<file path="config.mk">
export PLATFORM = sky130hd
export DESIGN_NAME = llb_link_byte
export DESIGN_NICKNAME = d
export VERILOG_FILES = /design/src/llb_pkg.sv /design/src/llb_link_byte.sv
export VERILOG_INCLUDE_DIRS = /design/src
export SDC_FILE = /design/constraint.sdc
export NUM_CORES = 1
export LEC_CHECK = 0
export BUFFER_PORTS_ARGS = -buffer_cell sky130_fd_sc_hd__buf_2
export CAP_MARGIN = 5
export CORE_ASPECT_RATIO = 0.6
export CORE_MARGIN = 4
export CORE_UTILIZATION = 55
export CTS_CLUSTER_DIAMETER = 120
export DETAILED_ROUTE_END_ITERATION = 10
export PLACE_DENSITY = 0.88
export SYNTH_ARGS = -nofsm -noshare
export SYNTH_HDL_FRONTEND = slang
export SYNTH_SLANG_ARGS = --single-unit
</file>
<file path="constraint.sdc">
create_clock -name sys_clk -period 5.5 [get_ports sys_clk]
set_input_delay 0.275 -clock sys_clk [delete_from_list [all_inputs] [get_ports sys_clk]]
set_output_delay 0.275 -clock sys_clk [all_outputs]
set_load 0.05 [all_outputs]
</file>
<file path="src/llb_consts.svh">
// Purpose: offsets, reset values and counts of the legacy link byte block
// Assumes: 8-bit host port, registers at their printed offsets
// Notes: definitions only
`ifndef LLB_CONSTS_SVH
`define LLB_CONSTS_SVH

// ----------------------------------------------------------------
// register offsets
// ----------------------------------------------------------------
`define LLB_OFS_RX_BYTE 8'hC0
`define LLB_OFS_TX_BYTE 8'hC1
`define LLB_OFS_MATCH_A 8'hC2
`define LLB_OFS_MATCH_B 8'hC3

// ----------------------------------------------------------------
// reset values and counts
// ----------------------------------------------------------------
`define LLB_RST_BYTE 8'h00
`define LLB_UNMAPPED_DATA 8'h00
`define LLB_BITS_PER_BYTE 4'h8
`define LLB_STUFF_RUN 3'h5
`define LLB_RUN_SAT 3'h7
`define LLB_BYTE_PERIOD_US 2000

`endif

</file>
<file path="src/llb_pkg.sv">
// Purpose: types shared by the legacy link byte block
// Assumes: constants come from llb_consts.svh
// Notes: host request and control bits travel as packed structs
package llb_pkg;

  // host access, one cycle per strobe
  typedef struct packed {
    logic [7:0] addr;
    logic wr;
    logic rd;
    logic [7:0] wdata;
  } llb_host_req_t;

  // software control bits
  typedef struct packed {
    logic d4_mode;
    logic rx_destuff_enable;
    logic tx_stuff_enable;
    logic tx_fs_source_select;
    logic tx_multiframe_load_enable;
    logic rx_byte_full_mask;
    logic rx_match_mask;
    logic tx_byte_empty_mask;
  } llb_ctrl_t;

  // latched status flags
  typedef struct packed {
    logic rx_byte_full_flag;
    logic tx_byte_empty_flag;
    logic rx_match_flag;
  } llb_status_t;

endpackage

</file>
<file path="src/llb_link_byte.sv">
// Purpose: byte-wide link extract and insert path of a T1 framer
// Assumes: link bit strobes come from framer logic on sys_clk
// Notes: status flags latch until a status read; int_n is active low
`timescale 1ns/1ps
`default_nettype none
`include "llb_consts.svh"

module llb_link_byte (
  // clock and reset
  input wire logic sys_clk,
  input wire logic rst,
  // host port
  input wire llb_pkg::llb_host_req_t host_req,
  input wire logic status_rd,
  output logic [7:0] host_rdata,
  // control bits
  input wire llb_pkg::llb_ctrl_t ctrl,
  // receive link stream
  input wire logic rx_bit_valid,
  input wire logic rx_bit,
  // transmit link stream
  input wire logic tx_slot,
  input wire logic tx_mf_boundary,
  output logic tx_bit,
  output logic tx_bit_valid,
  // status and interrupt
  output llb_pkg::llb_status_t status,
  output logic int_n
);
  import llb_pkg::*;

  // ----------------------------------------------------------------
  // helpers
  // ----------------------------------------------------------------
  // set beats clear so no event is lost under a read
  function automatic logic flag_next(input logic cur, input logic set, input logic clr);
    flag_next = set | (cur & ~clr);
  endfunction

  function automatic logic [2:0] run_next(input logic [2:0] run, input logic bit_in);
    if (!bit_in) begin
      run_next = 3'h0;
    end else if (run == `LLB_RUN_SAT) begin
      run_next = run;
    end else begin
      run_next = run + 3'h1;
    end
  endfunction

  // ----------------------------------------------------------------
  // registers
  // ----------------------------------------------------------------
  logic [7:0] rx_byte_ff;
  logic [7:0] tx_byte_ff;
  logic [7:0] match_a_ff;
  logic [7:0] match_b_ff;
  logic [7:0] rx_shift_ff;
  logic [3:0] rx_cnt_ff;
  logic [2:0] rx_run_ff;
  logic [7:0] tx_shift_ff;
  logic [3:0] tx_cnt_ff;
  logic [2:0] tx_run_ff;
  logic [7:0] host_rdata_ff;
  logic tx_bit_ff;
  logic tx_bit_valid_ff;
  llb_status_t status_ff;
  logic int_n_ff;

  logic rx_drop;
  logic rx_take;
  logic [7:0] rx_assembled;
  logic rx_done;
  logic rx_match;
  logic tx_stuff;
  logic tx_send;
  logic tx_done;
  logic tx_gate;
  logic tx_load;
  llb_status_t nxt_status;
  logic nxt_int_n;

  always_ff @(posedge sys_clk or posedge rst) begin
    if (rst) begin
      tx_byte_ff <= `LLB_RST_BYTE;
      match_a_ff <= `LLB_RST_BYTE;
      match_b_ff <= `LLB_RST_BYTE;
    end else if (host_req.wr) begin
      case (host_req.addr)
        `LLB_OFS_TX_BYTE: tx_byte_ff <= host_req.wdata;
        `LLB_OFS_MATCH_A: match_a_ff <= host_req.wdata;
        `LLB_OFS_MATCH_B: match_b_ff <= host_req.wdata;
        default: ;
      endcase
    end
  end

  // read data registered one cycle after the strobe; unmapped reads zero
  always_ff @(posedge sys_clk or posedge rst) begin
    if (rst) begin
      host_rdata_ff <= `LLB_UNMAPPED_DATA;
    end else if (host_req.rd) begin
      case (host_req.addr)
        `LLB_OFS_RX_BYTE: host_rdata_ff <= rx_byte_ff;
        `LLB_OFS_TX_BYTE: host_rdata_ff <= tx_byte_ff;
        `LLB_OFS_MATCH_A: host_rdata_ff <= match_a_ff;
        `LLB_OFS_MATCH_B: host_rdata_ff <= match_b_ff;
        default: host_rdata_ff <= `LLB_UNMAPPED_DATA;
      endcase
    end
  end

  // ----------------------------------------------------------------
  // receive path
  // ----------------------------------------------------------------
  // a zero after exactly five ones is stuffing; longer runs are flags
  assign rx_drop = ctrl.rx_destuff_enable && !rx_bit && rx_run_ff == `LLB_STUFF_RUN;
  assign rx_take = rx_bit_valid && !rx_drop;
  assign rx_assembled = {rx_bit, rx_shift_ff[7:1]};
  assign rx_done = rx_take && rx_cnt_ff == `LLB_BITS_PER_BYTE - 4'h1;
  assign rx_match = rx_assembled == match_a_ff || rx_assembled == match_b_ff;

  always_ff @(posedge sys_clk or posedge rst) begin
    if (rst) begin
      rx_run_ff <= 3'h0;
    end else if (rx_bit_valid) begin
      rx_run_ff <= run_next(rx_run_ff, rx_bit);
    end
  end

  always_ff @(posedge sys_clk or posedge rst) begin
    if (rst) begin
      rx_shift_ff <= `LLB_RST_BYTE;
      rx_cnt_ff <= 4'h0;
    end else if (rx_take) begin
      rx_shift_ff <= rx_assembled;
      rx_cnt_ff <= rx_done ? 4'h0 : rx_cnt_ff + 4'h1;
    end
  end

  // unread byte is simply overwritten by the next one
  always_ff @(posedge sys_clk or posedge rst) begin
    if (rst) begin
      rx_byte_ff <= `LLB_RST_BYTE;
    end else if (rx_done) begin
      rx_byte_ff <= rx_assembled;
    end
  end

  // ----------------------------------------------------------------
  // transmit path
  // ----------------------------------------------------------------
  assign tx_stuff = ctrl.tx_stuff_enable && tx_run_ff == `LLB_STUFF_RUN;
  assign tx_send = tx_slot && !tx_stuff;
  assign tx_done = tx_send && tx_cnt_ff == `LLB_BITS_PER_BYTE - 4'h1;
  assign tx_gate = ctrl.d4_mode && ctrl.tx_multiframe_load_enable;
  // reload from the byte register, which still holds the old value if unwritten
  assign tx_load = tx_gate ? tx_mf_boundary : tx_done;

  always_ff @(posedge sys_clk or posedge rst) begin
    if (rst) begin
      tx_shift_ff <= `LLB_RST_BYTE;
      tx_cnt_ff <= 4'h0;
    end else if (tx_load) begin
      tx_shift_ff <= tx_byte_ff;
      tx_cnt_ff <= 4'h0;
    end else if (tx_send) begin
      tx_shift_ff <= {1'b0, tx_shift_ff[7:1]};
      tx_cnt_ff <= tx_done ? 4'h0 : tx_cnt_ff + 4'h1;
    end
  end

  always_ff @(posedge sys_clk or posedge rst) begin
    if (rst) begin
      tx_run_ff <= 3'h0;
    end else if (tx_slot) begin
      tx_run_ff <= run_next(tx_run_ff, tx_send & tx_shift_ff[0]);
    end
  end

  // in D4 with an outside Fs source the slot is not ours
  always_ff @(posedge sys_clk or posedge rst) begin
    if (rst) begin
      tx_bit_ff <= 1'b0;
      tx_bit_valid_ff <= 1'b0;
    end else begin
      tx_bit_ff <= tx_send & tx_shift_ff[0];
      tx_bit_valid_ff <= tx_slot && !(ctrl.d4_mode && ctrl.tx_fs_source_select);
    end
  end

  // ----------------------------------------------------------------
  // status and interrupt
  // ----------------------------------------------------------------
  always_comb begin
    nxt_status.rx_byte_full_flag = flag_next(status_ff.rx_byte_full_flag, rx_done, status_rd);
    nxt_status.rx_match_flag = flag_next(status_ff.rx_match_flag, rx_done & rx_match, status_rd);
    nxt_status.tx_byte_empty_flag = flag_next(status_ff.tx_byte_empty_flag, tx_done, status_rd);
    nxt_int_n = !((nxt_status.rx_byte_full_flag & ctrl.rx_byte_full_mask) |
                  (nxt_status.rx_match_flag & ctrl.rx_match_mask) |
                  (nxt_status.tx_byte_empty_flag & ctrl.tx_byte_empty_mask));
  end

  always_ff @(posedge sys_clk or posedge rst) begin
    if (rst) begin
      status_ff <= '0;
      int_n_ff <= 1'b1;
    end else begin
      status_ff <= nxt_status;
      int_n_ff <= nxt_int_n;
    end
  end

  assign host_rdata = host_rdata_ff;
  assign tx_bit = tx_bit_ff;
  assign tx_bit_valid = tx_bit_valid_ff;
  assign status = status_ff;
  assign int_n = int_n_ff;
endmodule
`default_nettype wire

</file>
==> results of run 1 <==
critical path, cell delays in order (launching register included):
cell and delay, ns:
sky130_fd_sc_hd__dfrtp_1 0.42, sky130_fd_sc_hd__ha_1 0.21, sky130_fd_sc_hd__nand4b_1 0.12, sky130_fd_sc_hd__nor4b_2 1.00
sky130_fd_sc_hd__mux2_2 0.43
path summary, 6_finish.rpt:
check                      depth (start not counted)       endpoint          from  slack (ns)
setup / recovery                                   4  rx_byte_ff[0]  rx_run_ff[0]        3.21
hold / removal                                     2   tx_bit_valid       ctrl[4]        0.09
setup reg to reg                                   4  rx_byte_ff[0]  rx_run_ff[0]        3.21
hold reg to reg                                    1   rx_cnt_ff[2]  rx_cnt_ff[2]        0.51
max in group asynchronous                          3  tx_byte_ff[2]           rst        4.71
min in group asynchronous                          3      status[0]           rst        0.20
layer usage:
layer,share of wire,GRT usage
met1,0.43,0.267
met2,0.47,0.317
met3,0.087,0.0996
met5,0,0
met4,0.0094,0.0453
cell type report:
class                   instances  area, um^2  area share
flip-flops and latches         75        1880       0.461
clock buffers                  12         165      0.0405
multi-input cells             193        1560       0.382
well taps                      84         105      0.0258
clock inverters                 4        47.5      0.0117
inverters                      23        86.3      0.0212
repair buffers                 47         238      0.0583
registers in the layout (all words and copies together) (netlist names):
name	count
tx_shift_ff	8
tx_bit_valid	1
host_rdata	8
status	3
int_n	1
rx_cnt_ff	4
match_b_ff	8
match_a_ff	8
rx_run_ff	3
rx_byte_ff	8
rx_shift_ff	7
tx_run_ff	3
tx_cnt_ff	4
tx_byte_ff	8
tx_bit	1
cells in the final DEF, fill, tap and decap left out, types with 2 or more instances in the layout:
master,Yosys,layout
sky130_fd_sc_hd__buf_2,5,46
sky130_fd_sc_hd__o2bb2ai_1,2,2
sky130_fd_sc_hd__mux2_2,32,32
sky130_fd_sc_hd__and3_1,3,3
sky130_fd_sc_hd__clkinv_2,0,2
sky130_fd_sc_hd__inv_1,23,22
sky130_fd_sc_hd__o21ai_0,10,10
sky130_fd_sc_hd__nand3_1,9,9
sky130_fd_sc_hd__nor2_1,13,13
sky130_fd_sc_hd__a21oi_1,10,10
sky130_fd_sc_hd__nand2_1,35,35
sky130_fd_sc_hd__a21o_1,2,2
sky130_fd_sc_hd__clkbuf_8,0,12
sky130_fd_sc_hd__mux4_2,8,8
sky130_fd_sc_hd__mux2i_1,9,9
sky130_fd_sc_hd__a22o_1,2,2
sky130_fd_sc_hd__and2_1,2,2
sky130_fd_sc_hd__o22ai_1,5,5
sky130_fd_sc_hd__nor4_1,4,4
sky130_fd_sc_hd__xor2_1,16,16
sky130_fd_sc_hd__dfrtp_1,74,74
sky130_fd_sc_hd__ha_1,8,8
sky130_fd_sc_hd__xnor2_1,2,2
where the power goes:
part	internal (mW)	switching, mW
logic	0.126	0.138
clock network	0.245	0.194
registers	0.645	0.0764
total	1.02	0.408
kinds of logic after synthesis:
kind of cell	after synthesis	synth area share
muxes	49	0.177
adders and majority gates	8	0.0280
xor gates and xnor gates	18	0.0442
DFF	75	0.526
buffers and inverters	33	0.0375
AOI/OAI and AO/OA	39	0.0722
and+or+nand+nor	79	0.115
per-stage QoR:
step	utilization	area, um^2	worst slack, ns	hold WS (ns)
after floorplan	-	3570	3.32	0.359
after global placement	0.624	3860	3.33	0.449
after detailed placement	0.624	3860	3.26	0.450
after CTS	0.658	4080	3.19	0.0688
after global routing	0.658	4080	3.10	0.0570
final	0.658	4080	3.21	0.0867
==> impl_metrics.ini, run 1 <==
[clocking]
ctsHoldBuffers = 0
clock_sink_count = 75
ctsRootBufferMaster = sky130_fd_sc_hd__clkbuf_8
cts_setup_buffers = 0
clockBufferDepth = 2
insertion_delay_ns = 0.35
cts-htree-levels = 3
cts.clk_slew.worst_paths_ns = 0.07
tritoncts = done
number_of_buffers_created_by_cts = 9
quantity_of_gates_resized_following_cts = 0

[detailed_routing]
vias_per_cell = 5.62
postRouteAntennaNets = 0
num_vias = 2460
drc_errors = 0
wl_mm = 7.44
detailedRoute.firstPassIterationCount = 4
avgRoutedWirePerCell_um = 17.0
dr.first_iter.drc_count = 140

[power]
ir_drop_mv = 0.160
static_leakage_power_nw = 2.10
p_per_cell_area_nw_per_um2 = 349
finalPower_mw = 1.42

[timing]
grt_setup_unrepaired = no
period_share = 0.417
clock-skew-final_ns = 0.00741
timing.final.max_slew_violations = 0
final-hold-violation-count = 0
max_slew_margin = 0.177
report.final.setup_viol = 0
setup_tns_ns = 0
layout_min_cycle_time_ns = 2.29
worstMarginPinSlew_ns = 1.23
fmaxAchievable_ghz = 0.436

[logic_synthesis]
mappedNetlistNets = 342
summed_instance_area_of_the_synthesized_netlist_um2 = 3570
synth_top_flop_cell = sky130_fd_sc_hd__dfrtp_1
yosys_warnings = 0
ys_seq_area_frac = 0.526
synth_area_leaders = sky130_fd_sc_hd__dfrtp_1 (52%), sky130_fd_sc_hd__mux2_2 (10%), sky130_fd_sc_hd__mux4_2 (5.0%), sky130_fd_sc_hd__xor2_1 (3.9%), sky130_fd_sc_hd__nand2_1 (3.7%)
synthDominantAreaCellType = sky130_fd_sc_hd__dfrtp_1
netlist-cell-type-count = 45
syn_inst = 301
fraction_of_registers_with_async_set_or_reset_after_synthesis = 1.00
syn_avg_cell_area_um2 = 11.9
edff_count_synth = 0
yosys-top-cells-count = sky130_fd_sc_hd__dfrtp_1 (74), sky130_fd_sc_hd__nand2_1 (35), sky130_fd_sc_hd__mux2_2 (32)
ys_ff_latch = 75
synthMostInstantiatedCell = sky130_fd_sc_hd__dfrtp_1
post-synth-top-area-fraction = 0.519

[final_layout]
area_growth_pct = 14.2
fillers = 476
layout-drive-gt1-share = 0.316
fin_cells = 438
finalNetCount = 390
antenna_cells_inserted = 0

[die]
io_pins = 47
die_y_um = 70.4
num_rows = 22
chipWidth_um = 112
coreArea_um2 = 6190
floorplan.die_area_um2 = 7890
start_util = 0.576

[global_route]
grt_pass1_vias = 2540
gr-total-overflow = 0
grt_start_max_net_pins = 76
grt_first_pass_wirelength_mm = 12.6
grtUsageTotal = 0.206
grt_antenna_before_repair = 0

[critical_path]
worstPathRequired_ns = 5.73
arrival_ns = 2.53
timing.critical_path.fanout_max = 11
worst_setup_path_start_kind = flip-flop
worst_setup_path_type = reg -> reg
crit_path_end_kind = flip-flop

[place]
numPortBuffers = 46
place_inst = 422
place.gp.congestion = 0.799
place_hpwl_mm = 5.47

[hold_path]
timing.hold.worst.class = in -> reg

[run]
maxCapViolations = 0

[status]
status = finished, final reports clean
No activity file was read; power rests on OpenSTA's default activity.
==> run 2, diff against run 1 <==
==> constraint.sdc (replaced) <==
create_clock -name sys_clk -period 2.4 [get_ports sys_clk]
set_input_delay 0.12 -clock sys_clk [delete_from_list [all_inputs] [get_ports sys_clk]]
set_output_delay 0.12 -clock sys_clk [all_outputs]
set_load 0.05 [all_outputs]
==> impl_metrics.ini, run 2 (same netlist as run 1, synthesis figures left out) <==
[status]
status = finished, final reports clean

[final_layout]
area_growth_pct = 16.1
finalNetCount = 396
fin_cells = 444
antenna_cells_inserted = 0
layout-drive-gt1-share = 0.317
most_frequent_cells_in_the_layout = sky130_fd_sc_hd__dfrtp_1 (74), sky130_fd_sc_hd__buf_2 (46), sky130_fd_sc_hd__nand2_1 (35)
layout.cells.most_common = sky130_fd_sc_hd__dfrtp_1

[global_route]
grt_start_max_net_pins = 33
grt_first_pass_wirelength_mm = 12.7
grt_antenna_before_repair = 0
grtUsageTotal = 0.209
gr-total-overflow = 0
grt_pass1_vias = 2514

[die]
chipWidth_um = 112
coreArea_um2 = 6190
io_pins = 47
die_y_um = 70.4
floorplan.die_area_um2 = 7890
start_util = 0.576
num_rows = 22

[power]
clock_power_share = 0.329
power.switching_mw = 0.945
internal_power_mw = 2.42
p_per_cell_area_nw_per_um2 = 811
ir_drop_mv = 0.361
share_of_total_power_consumed_by_net_switching = 0.281
p_seq_frac = 0.491
static_leakage_power_nw = 2.13
share_comb_of_total_power = 0.180

[critical_path]
timing.critical_path.fanout_max = 18
worst_setup_path_start_kind = flip-flop
rr_startpoint = tx_run_ff[1]
timing.rr.end = tx_shift_ff[7]
worstPathRequired_ns = 2.66
worst_setup_path_type = reg -> reg
depth_of_the_worst_register_to_register_path = 6
arrival_ns = 2.13
crit_path_end_kind = flip-flop
r2r_slack_ns = 0.53

[clocking]
insertion_delay_ns = 0.35
number_of_buffers_created_by_cts = 9
cts-htree-levels = 3
ctsRootBufferMaster = sky130_fd_sc_hd__clkbuf_8
tritoncts = done
clock_sink_count = 75
clockBufferDepth = 2
cts.clk_slew.worst_paths_ns = 0.08
cts_setup_buffers = 0

[detailed_routing]
num_vias = 2456
avgRoutedWirePerCell_um = 17.3
dr.first_iter.drc_count = 209
vias_per_cell = 5.53
postRouteAntennaNets = 0
drc_errors = 0
wl_mm = 7.67
detailedRoute.firstPassIterationCount = 4

[hold_path]
timing.hold.worst.class = in -> reg
min_to = match_a_ff[4]
worstHoldStart = host_req[4]
timing.hold.worst_path_depth = 2

[timing]
layout_setup_ws_ns = 0.527
period_share = 0.781
fin_hold_ws_ns = 0.0232
grt_setup_unrepaired = no
final-hold-violation-count = 0
report.final.setup_viol = 0
clock-skew-final_ns = 0.00867
max_slew_margin = 0.532
worstMarginPinSlew_ns = 0.702
setup_tns_ns = 0
fmaxAchievable_ghz = 0.534
layout_min_cycle_time_ns = 1.87
timing.final.max_slew_violations = 0

[place]
place_hpwl_mm = 5.48
place.gp.congestion = 0.804
place_inst = 425
numPortBuffers = 46
pre_cts_setup_slack_ns = 0.554

[run]
maxCapViolations = 0
## run 2: stage by stage
stage	total power, mW	area (um^2)	utilization
after floorplan	2.09	3570	-
after global placement	2.23	3890	0.628
after detailed placement	2.27	3890	0.628
after CTS	3.37	4150	0.669
after global routing	3.55	4150	0.669
final	3.36	4150	0.669
## run 2: worst max path at each step
stage / startpoint / end / slack (ns)
floorplan: rst / host_rdata[0] / 0.37
global placement: tx_run_ff[1] / tx_cnt_ff[1] / 0.62
detailed placement: tx_run_ff[1] / tx_shift_ff[7] / 0.55
CTS: tx_run_ff[1] / tx_shift_ff[7] / 0.54
global route: tx_run_ff[1] / tx_shift_ff[1] / 0.35
finish: tx_run_ff[1] / tx_shift_ff[7] / 0.53
## run 2: worst max-delay path, stage by stage, from the launching register on
cell and delay [ns]:
sky130_fd_sc_hd__dfrtp_1 0.40, sky130_fd_sc_hd__inv_1 0.06, sky130_fd_sc_hd__ha_1 0.13, sky130_fd_sc_hd__nand3_1 0.26
sky130_fd_sc_hd__a41oi_2 0.69, sky130_fd_sc_hd__nand3_1 0.14, sky130_fd_sc_hd__o21ai_0 0.11
## run 2: power by group through the flow
stage                     clock network, mW  logic (mW)  registers [mW]
after detailed placement                  0       0.605            1.67
after CTS                              1.12       0.611            1.65
after floorplan                           0       0.422            1.67
after global placement                    0       0.576            1.66
after global routing                   1.19       0.681            1.68
final                                  1.10       0.605            1.65
## run 2: layer usage
layer,vias to the layer above,share of wire,track usage,wire length [um]
li1,1168,-,-,-
met1,1222,0.47,0.295,3580
met2,57,0.46,0.303,3530
met3,9,0.063,0.0753,483
met4,0,0.011,0.0640,84
met5,-,0,0,0
## run 2: repair_timing
action                                  in CTS  in global routing
resized for setup                            0                  0
endpoints found under the setup margin       0                  0
hold buffers                                 3                  0
hold endpoints to repair                    21                  0
## run 2: cell type report
cell class	instances	area, um^2
well taps	84	105
multi-input cells	193	1560
fillers	443	2050
clock buffers	12	155
repair buffers	53	290
flip-flops and latches	75	1880
clock inverters	4	72.6
inverters	23	86.3
==> run 3, diff against run 2 <==
--- a/config.mk
+++ b/config.mk
@@ -6,14 +6,15 @@
 export SDC_FILE = /design/constraint.sdc
 export NUM_CORES = 1
 export LEC_CHECK = 0
+export ABC_AREA = 1
 export BUFFER_PORTS_ARGS = -buffer_cell sky130_fd_sc_hd__buf_2
 export CAP_MARGIN = 5
 export CORE_ASPECT_RATIO = 0.6
 export CORE_MARGIN = 4
-export CORE_UTILIZATION = 55
+export CORE_UTILIZATION = 52
 export CTS_CLUSTER_DIAMETER = 120
 export DETAILED_ROUTE_END_ITERATION = 10
-export PLACE_DENSITY = 0.88
+export PLACE_DENSITY = 0.87
 export SYNTH_ARGS = -nofsm -noshare
 export SYNTH_HDL_FRONTEND = slang
 export SYNTH_SLANG_ARGS = --single-unit
==> constraint.sdc (replaced) <==
create_clock -name sys_clk -period 1.6 [get_ports sys_clk]
set_input_delay 0.08 -clock sys_clk [delete_from_list [all_inputs] [get_ports sys_clk]]
set_output_delay 0.08 -clock sys_clk [all_outputs]
set_load 0.05 [all_outputs]
==> impl_metrics.ini, run 3 <==
[detailed_routing]
detailedRoute.firstPassIterationCount = 5
postRouteAntennaNets = 0
avgRoutedWirePerCell_um = 16.8
drc_errors = 0
wl_mm = 9.85
dr.first_iter.drc_count = 399
vias_per_cell = 5.56
num_vias = 3266

[critical_path]
path_common_cell = sky130_fd_sc_hd__nand2_2
crit_path_cell_trace = ha_4 > nand3_2 > nand2_2 > inv_2 > nand4_4 > nand2_2 > nand2_4 > buf_4 > o21ai_2 > o21ai_1
delay_heaviest_family_cp = simple AND/OR/NAND/NOR gates
worst_setup_path_type = reg -> reg
worstPathRequired_ns = 1.82
timing.critical_path.from = tx_run_ff[0]
rr_startpoint = tx_run_ff[0]
arrival_ns = 1.89
crit_path_end_kind = flip-flop
worst_setup_path_start_kind = flip-flop
critPathSlowestCell = sky130_fd_sc_hd__dfrtp_1
crit_path_max_cell_delay_ns = 0.43
r2r_slack_ns = -0.07
timing.critical_path.fanout_max = 7
buf_inv_on_cp = 2

[clocking]
cts-htree-levels = 3
number_of_buffers_created_by_cts = 9
cts.clk_slew.worst_paths_ns = 0.06
clockBufferDepth = 2
insertion_delay_ns = 0.34
ctsRootBufferMaster = sky130_fd_sc_hd__clkbuf_16
tritoncts = done
clock_sink_count = 75

[logic_synthesis]
post-synth-top-area-fraction = 0.505
ys_seq_area_frac = 0.512
synth_top_flop_cell = sky130_fd_sc_hd__dfrtp_1
summed_instance_area_of_the_synthesized_netlist_um2 = 3670
yosys_warnings = 0
netlist-cell-type-count = 31
mappedNetlistNets = 468
synthMostInstantiatedCell = sky130_fd_sc_hd__nand2_1
ys_ff_latch = 75
synthDominantAreaCellType = sky130_fd_sc_hd__dfrtp_1
yosys-top-cells-count = sky130_fd_sc_hd__nand2_1 (135), sky130_fd_sc_hd__dfrtp_1 (74), sky130_fd_sc_hd__inv_1 (41)
edff_count_synth = 0
synth_area_leaders = sky130_fd_sc_hd__dfrtp_1 (51%), sky130_fd_sc_hd__nand2_1 (14%), sky130_fd_sc_hd__nand3_1 (5.3%), sky130_fd_sc_hd__inv_1 (4.2%), sky130_fd_sc_hd__o21ai_0 (4.1%)
fraction_of_registers_with_async_set_or_reset_after_synthesis = 1.00
syn_avg_cell_area_um2 = 8.59
syn_inst = 427

[die]
chipWidth_um = 116
coreArea_um2 = 6760
num_rows = 23
die_y_um = 73.0
start_util = 0.542
floorplan.die_area_um2 = 8500
io_pins = 47

[place]
place.gp.congestion = 0.908
numPortBuffers = 46
place_hpwl_mm = 6.55

[timing]
clock-skew-final_ns = 0.00478
max_slew_margin = 0.689
layout_min_cycle_time_ns = 1.67
report.final.setup_viol = 5
worstMarginPinSlew_ns = 0.465
timing.final.max_slew_violations = 0
period_share = 1.05
final-hold-violation-count = 0
fmaxAchievable_ghz = 0.597
grt_setup_unrepaired = yes
fin_hold_ws_ns = 0.0396
layout_setup_ws_ns = -0.0738

[global_route]
grt_first_pass_wirelength_mm = 15.2
gr-total-overflow = 0
grt_pass1_vias = 3042
grt_antenna_before_repair = 0
grt_start_max_net_pins = 76
grtUsageTotal = 0.239

[power]
static_leakage_power_nw = 2.32
ir_drop_mv = 0.822
finalPower_mw = 5.58
p_per_cell_area_nw_per_um2 = 1220

[final_layout]
area_growth_pct = 25.2
finalNetCount = 536
layout.cells.most_common = sky130_fd_sc_hd__nand2_1
layout-drive-gt1-share = 0.244
antenna_cells_inserted = 0
most_frequent_cells_in_the_layout = sky130_fd_sc_hd__nand2_1 (130), sky130_fd_sc_hd__dfrtp_1 (74), sky130_fd_sc_hd__buf_2 (46)
fillers = 497

[hold_path]
timing.hold.worst.class = in -> reg
worstHoldStart = host_req[4]

[status]
failed_checks = setup timing
status = complete, but fails checks

[run]
maxCapViolations = 0
==> run 3: cell count changes in the layout (fill, tap and decap cells not counted), moves of 10 or more <==
cell | before | now
sky130_fd_sc_hd__nand2_1 | 35 | 130
sky130_fd_sc_hd__o21ai_0 | 10 | 26
sky130_fd_sc_hd__xor2_1 | 16 | 2
sky130_fd_sc_hd__xnor2_1 | 2 | 12
sky130_fd_sc_hd__inv_1 | 22 | 38
sky130_fd_sc_hd__o21ai_1 | 0 | 23
sky130_fd_sc_hd__mux2_2 | 32 | 0
sky130_fd_sc_hd__nand3_1 | 9 | 37
==> run 3: kinds of logic (layout without fill, tap and decap cells) <==
group | Yosys count | in the layout | share of synthesized area
buf+inv | 58 | 130 | 0.0703
xor+xnor | 14 | 14 | 0.0334
simple gates | 207 | 208 | 0.258
fa+ha+maj | 8 | 8 | 0.0273
compound gates | 65 | 65 | 0.0983
flops | 75 | 75 | 0.512
==> run 3: report_power, final <==
group          internal [mW]  switching (mW)
combinational          0.311           0.497
clock                   1.65           0.753
sequential              2.15           0.225
==> run 3: path summary, 6_finish.rpt <==
| path | endpoint | cells past startpoint |
|---|---|---|
| setup / recovery | tx_shift_ff[0] | 10 |
| hold / removal | match_b_ff[4] | 3 |
| setup reg to reg | tx_shift_ff[0] | 10 |
| hold reg to reg | host_rdata[7] | 2 |
| max in group asynchronous | tx_byte_ff[5] | 4 |
| min in group asynchronous | status[1] | 4 |
==> run 3: repair_timing <==
action,in CTS,in global routing
setup endpoints to repair,14,22
gates cloned,0,1
endpoints found under the hold margin,76,0
pin swaps,1,7
gates resized for setup,7,19
setup buffers,1,5
hold buffers,6,0
==> run 3: worst reg2reg max path, stage by stage (launching register included) <==
cell and delay (ns):
sky130_fd_sc_hd__dfrtp_1 0.43, sky130_fd_sc_hd__ha_4 0.19, sky130_fd_sc_hd__nand3_2 0.07, sky130_fd_sc_hd__nand2_2 0.07
sky130_fd_sc_hd__inv_2 0.08, sky130_fd_sc_hd__nand4_4 0.09, sky130_fd_sc_hd__nand2_2 0.12, sky130_fd_sc_hd__nand2_4 0.09
sky130_fd_sc_hd__buf_4 0.16, sky130_fd_sc_hd__o21ai_2 0.16, sky130_fd_sc_hd__o21ai_1 0.10
==> run 3: layout make-up <==
cell class / instances / area, um^2 / area share
clock inverters: 4 / 95.1 / 0.0207
well taps: 87 / 109 / 0.0237
clock buffers: 12 / 267 / 0.0581
inverters: 47 / 184 / 0.0401
repair buffers: 67 / 435 / 0.0948
flip-flops and latches: 75 / 1880 / 0.409
multi-input cells: 295 / 1620 / 0.354
==> run 3: per-layer routing <==
| metal | vias up | wire length, um | GRT usage |
|---|---|---|---|
| met5 | - | 0 | 0 |
| met4 | 0 | 216 | 0.0566 |
| met3 | 26 | 1020 | 0.100 |
| met2 | 186 | 4380 | 0.345 |
| met1 | 1530 | 4230 | 0.336 |
| li1 | 1524 | - | - |
==> run 3: metrics by stage <==
| stage | cell area [um^2] | cells | setup TNS (ns) | util | worst slack [ns] |
|---|---|---|---|---|---|
| 2_1_floorplan | 3670 | 427 | 0 | - | 0.0230 |
| 3_3_place_gp | 4020 | 558 | 0 | 0.594 | 0.0363 |
| 3_5_place_dp | 4020 | 558 | -0.495 | 0.594 | -0.108 |
| 4_1_cts | 4470 | 581 | -0.0632 | 0.661 | -0.0433 |
| 5_1_grt | 4590 | 587 | -0.957 | 0.679 | -0.160 |
| 6_report | 4590 | 587 | -0.180 | 0.679 | -0.0738 |
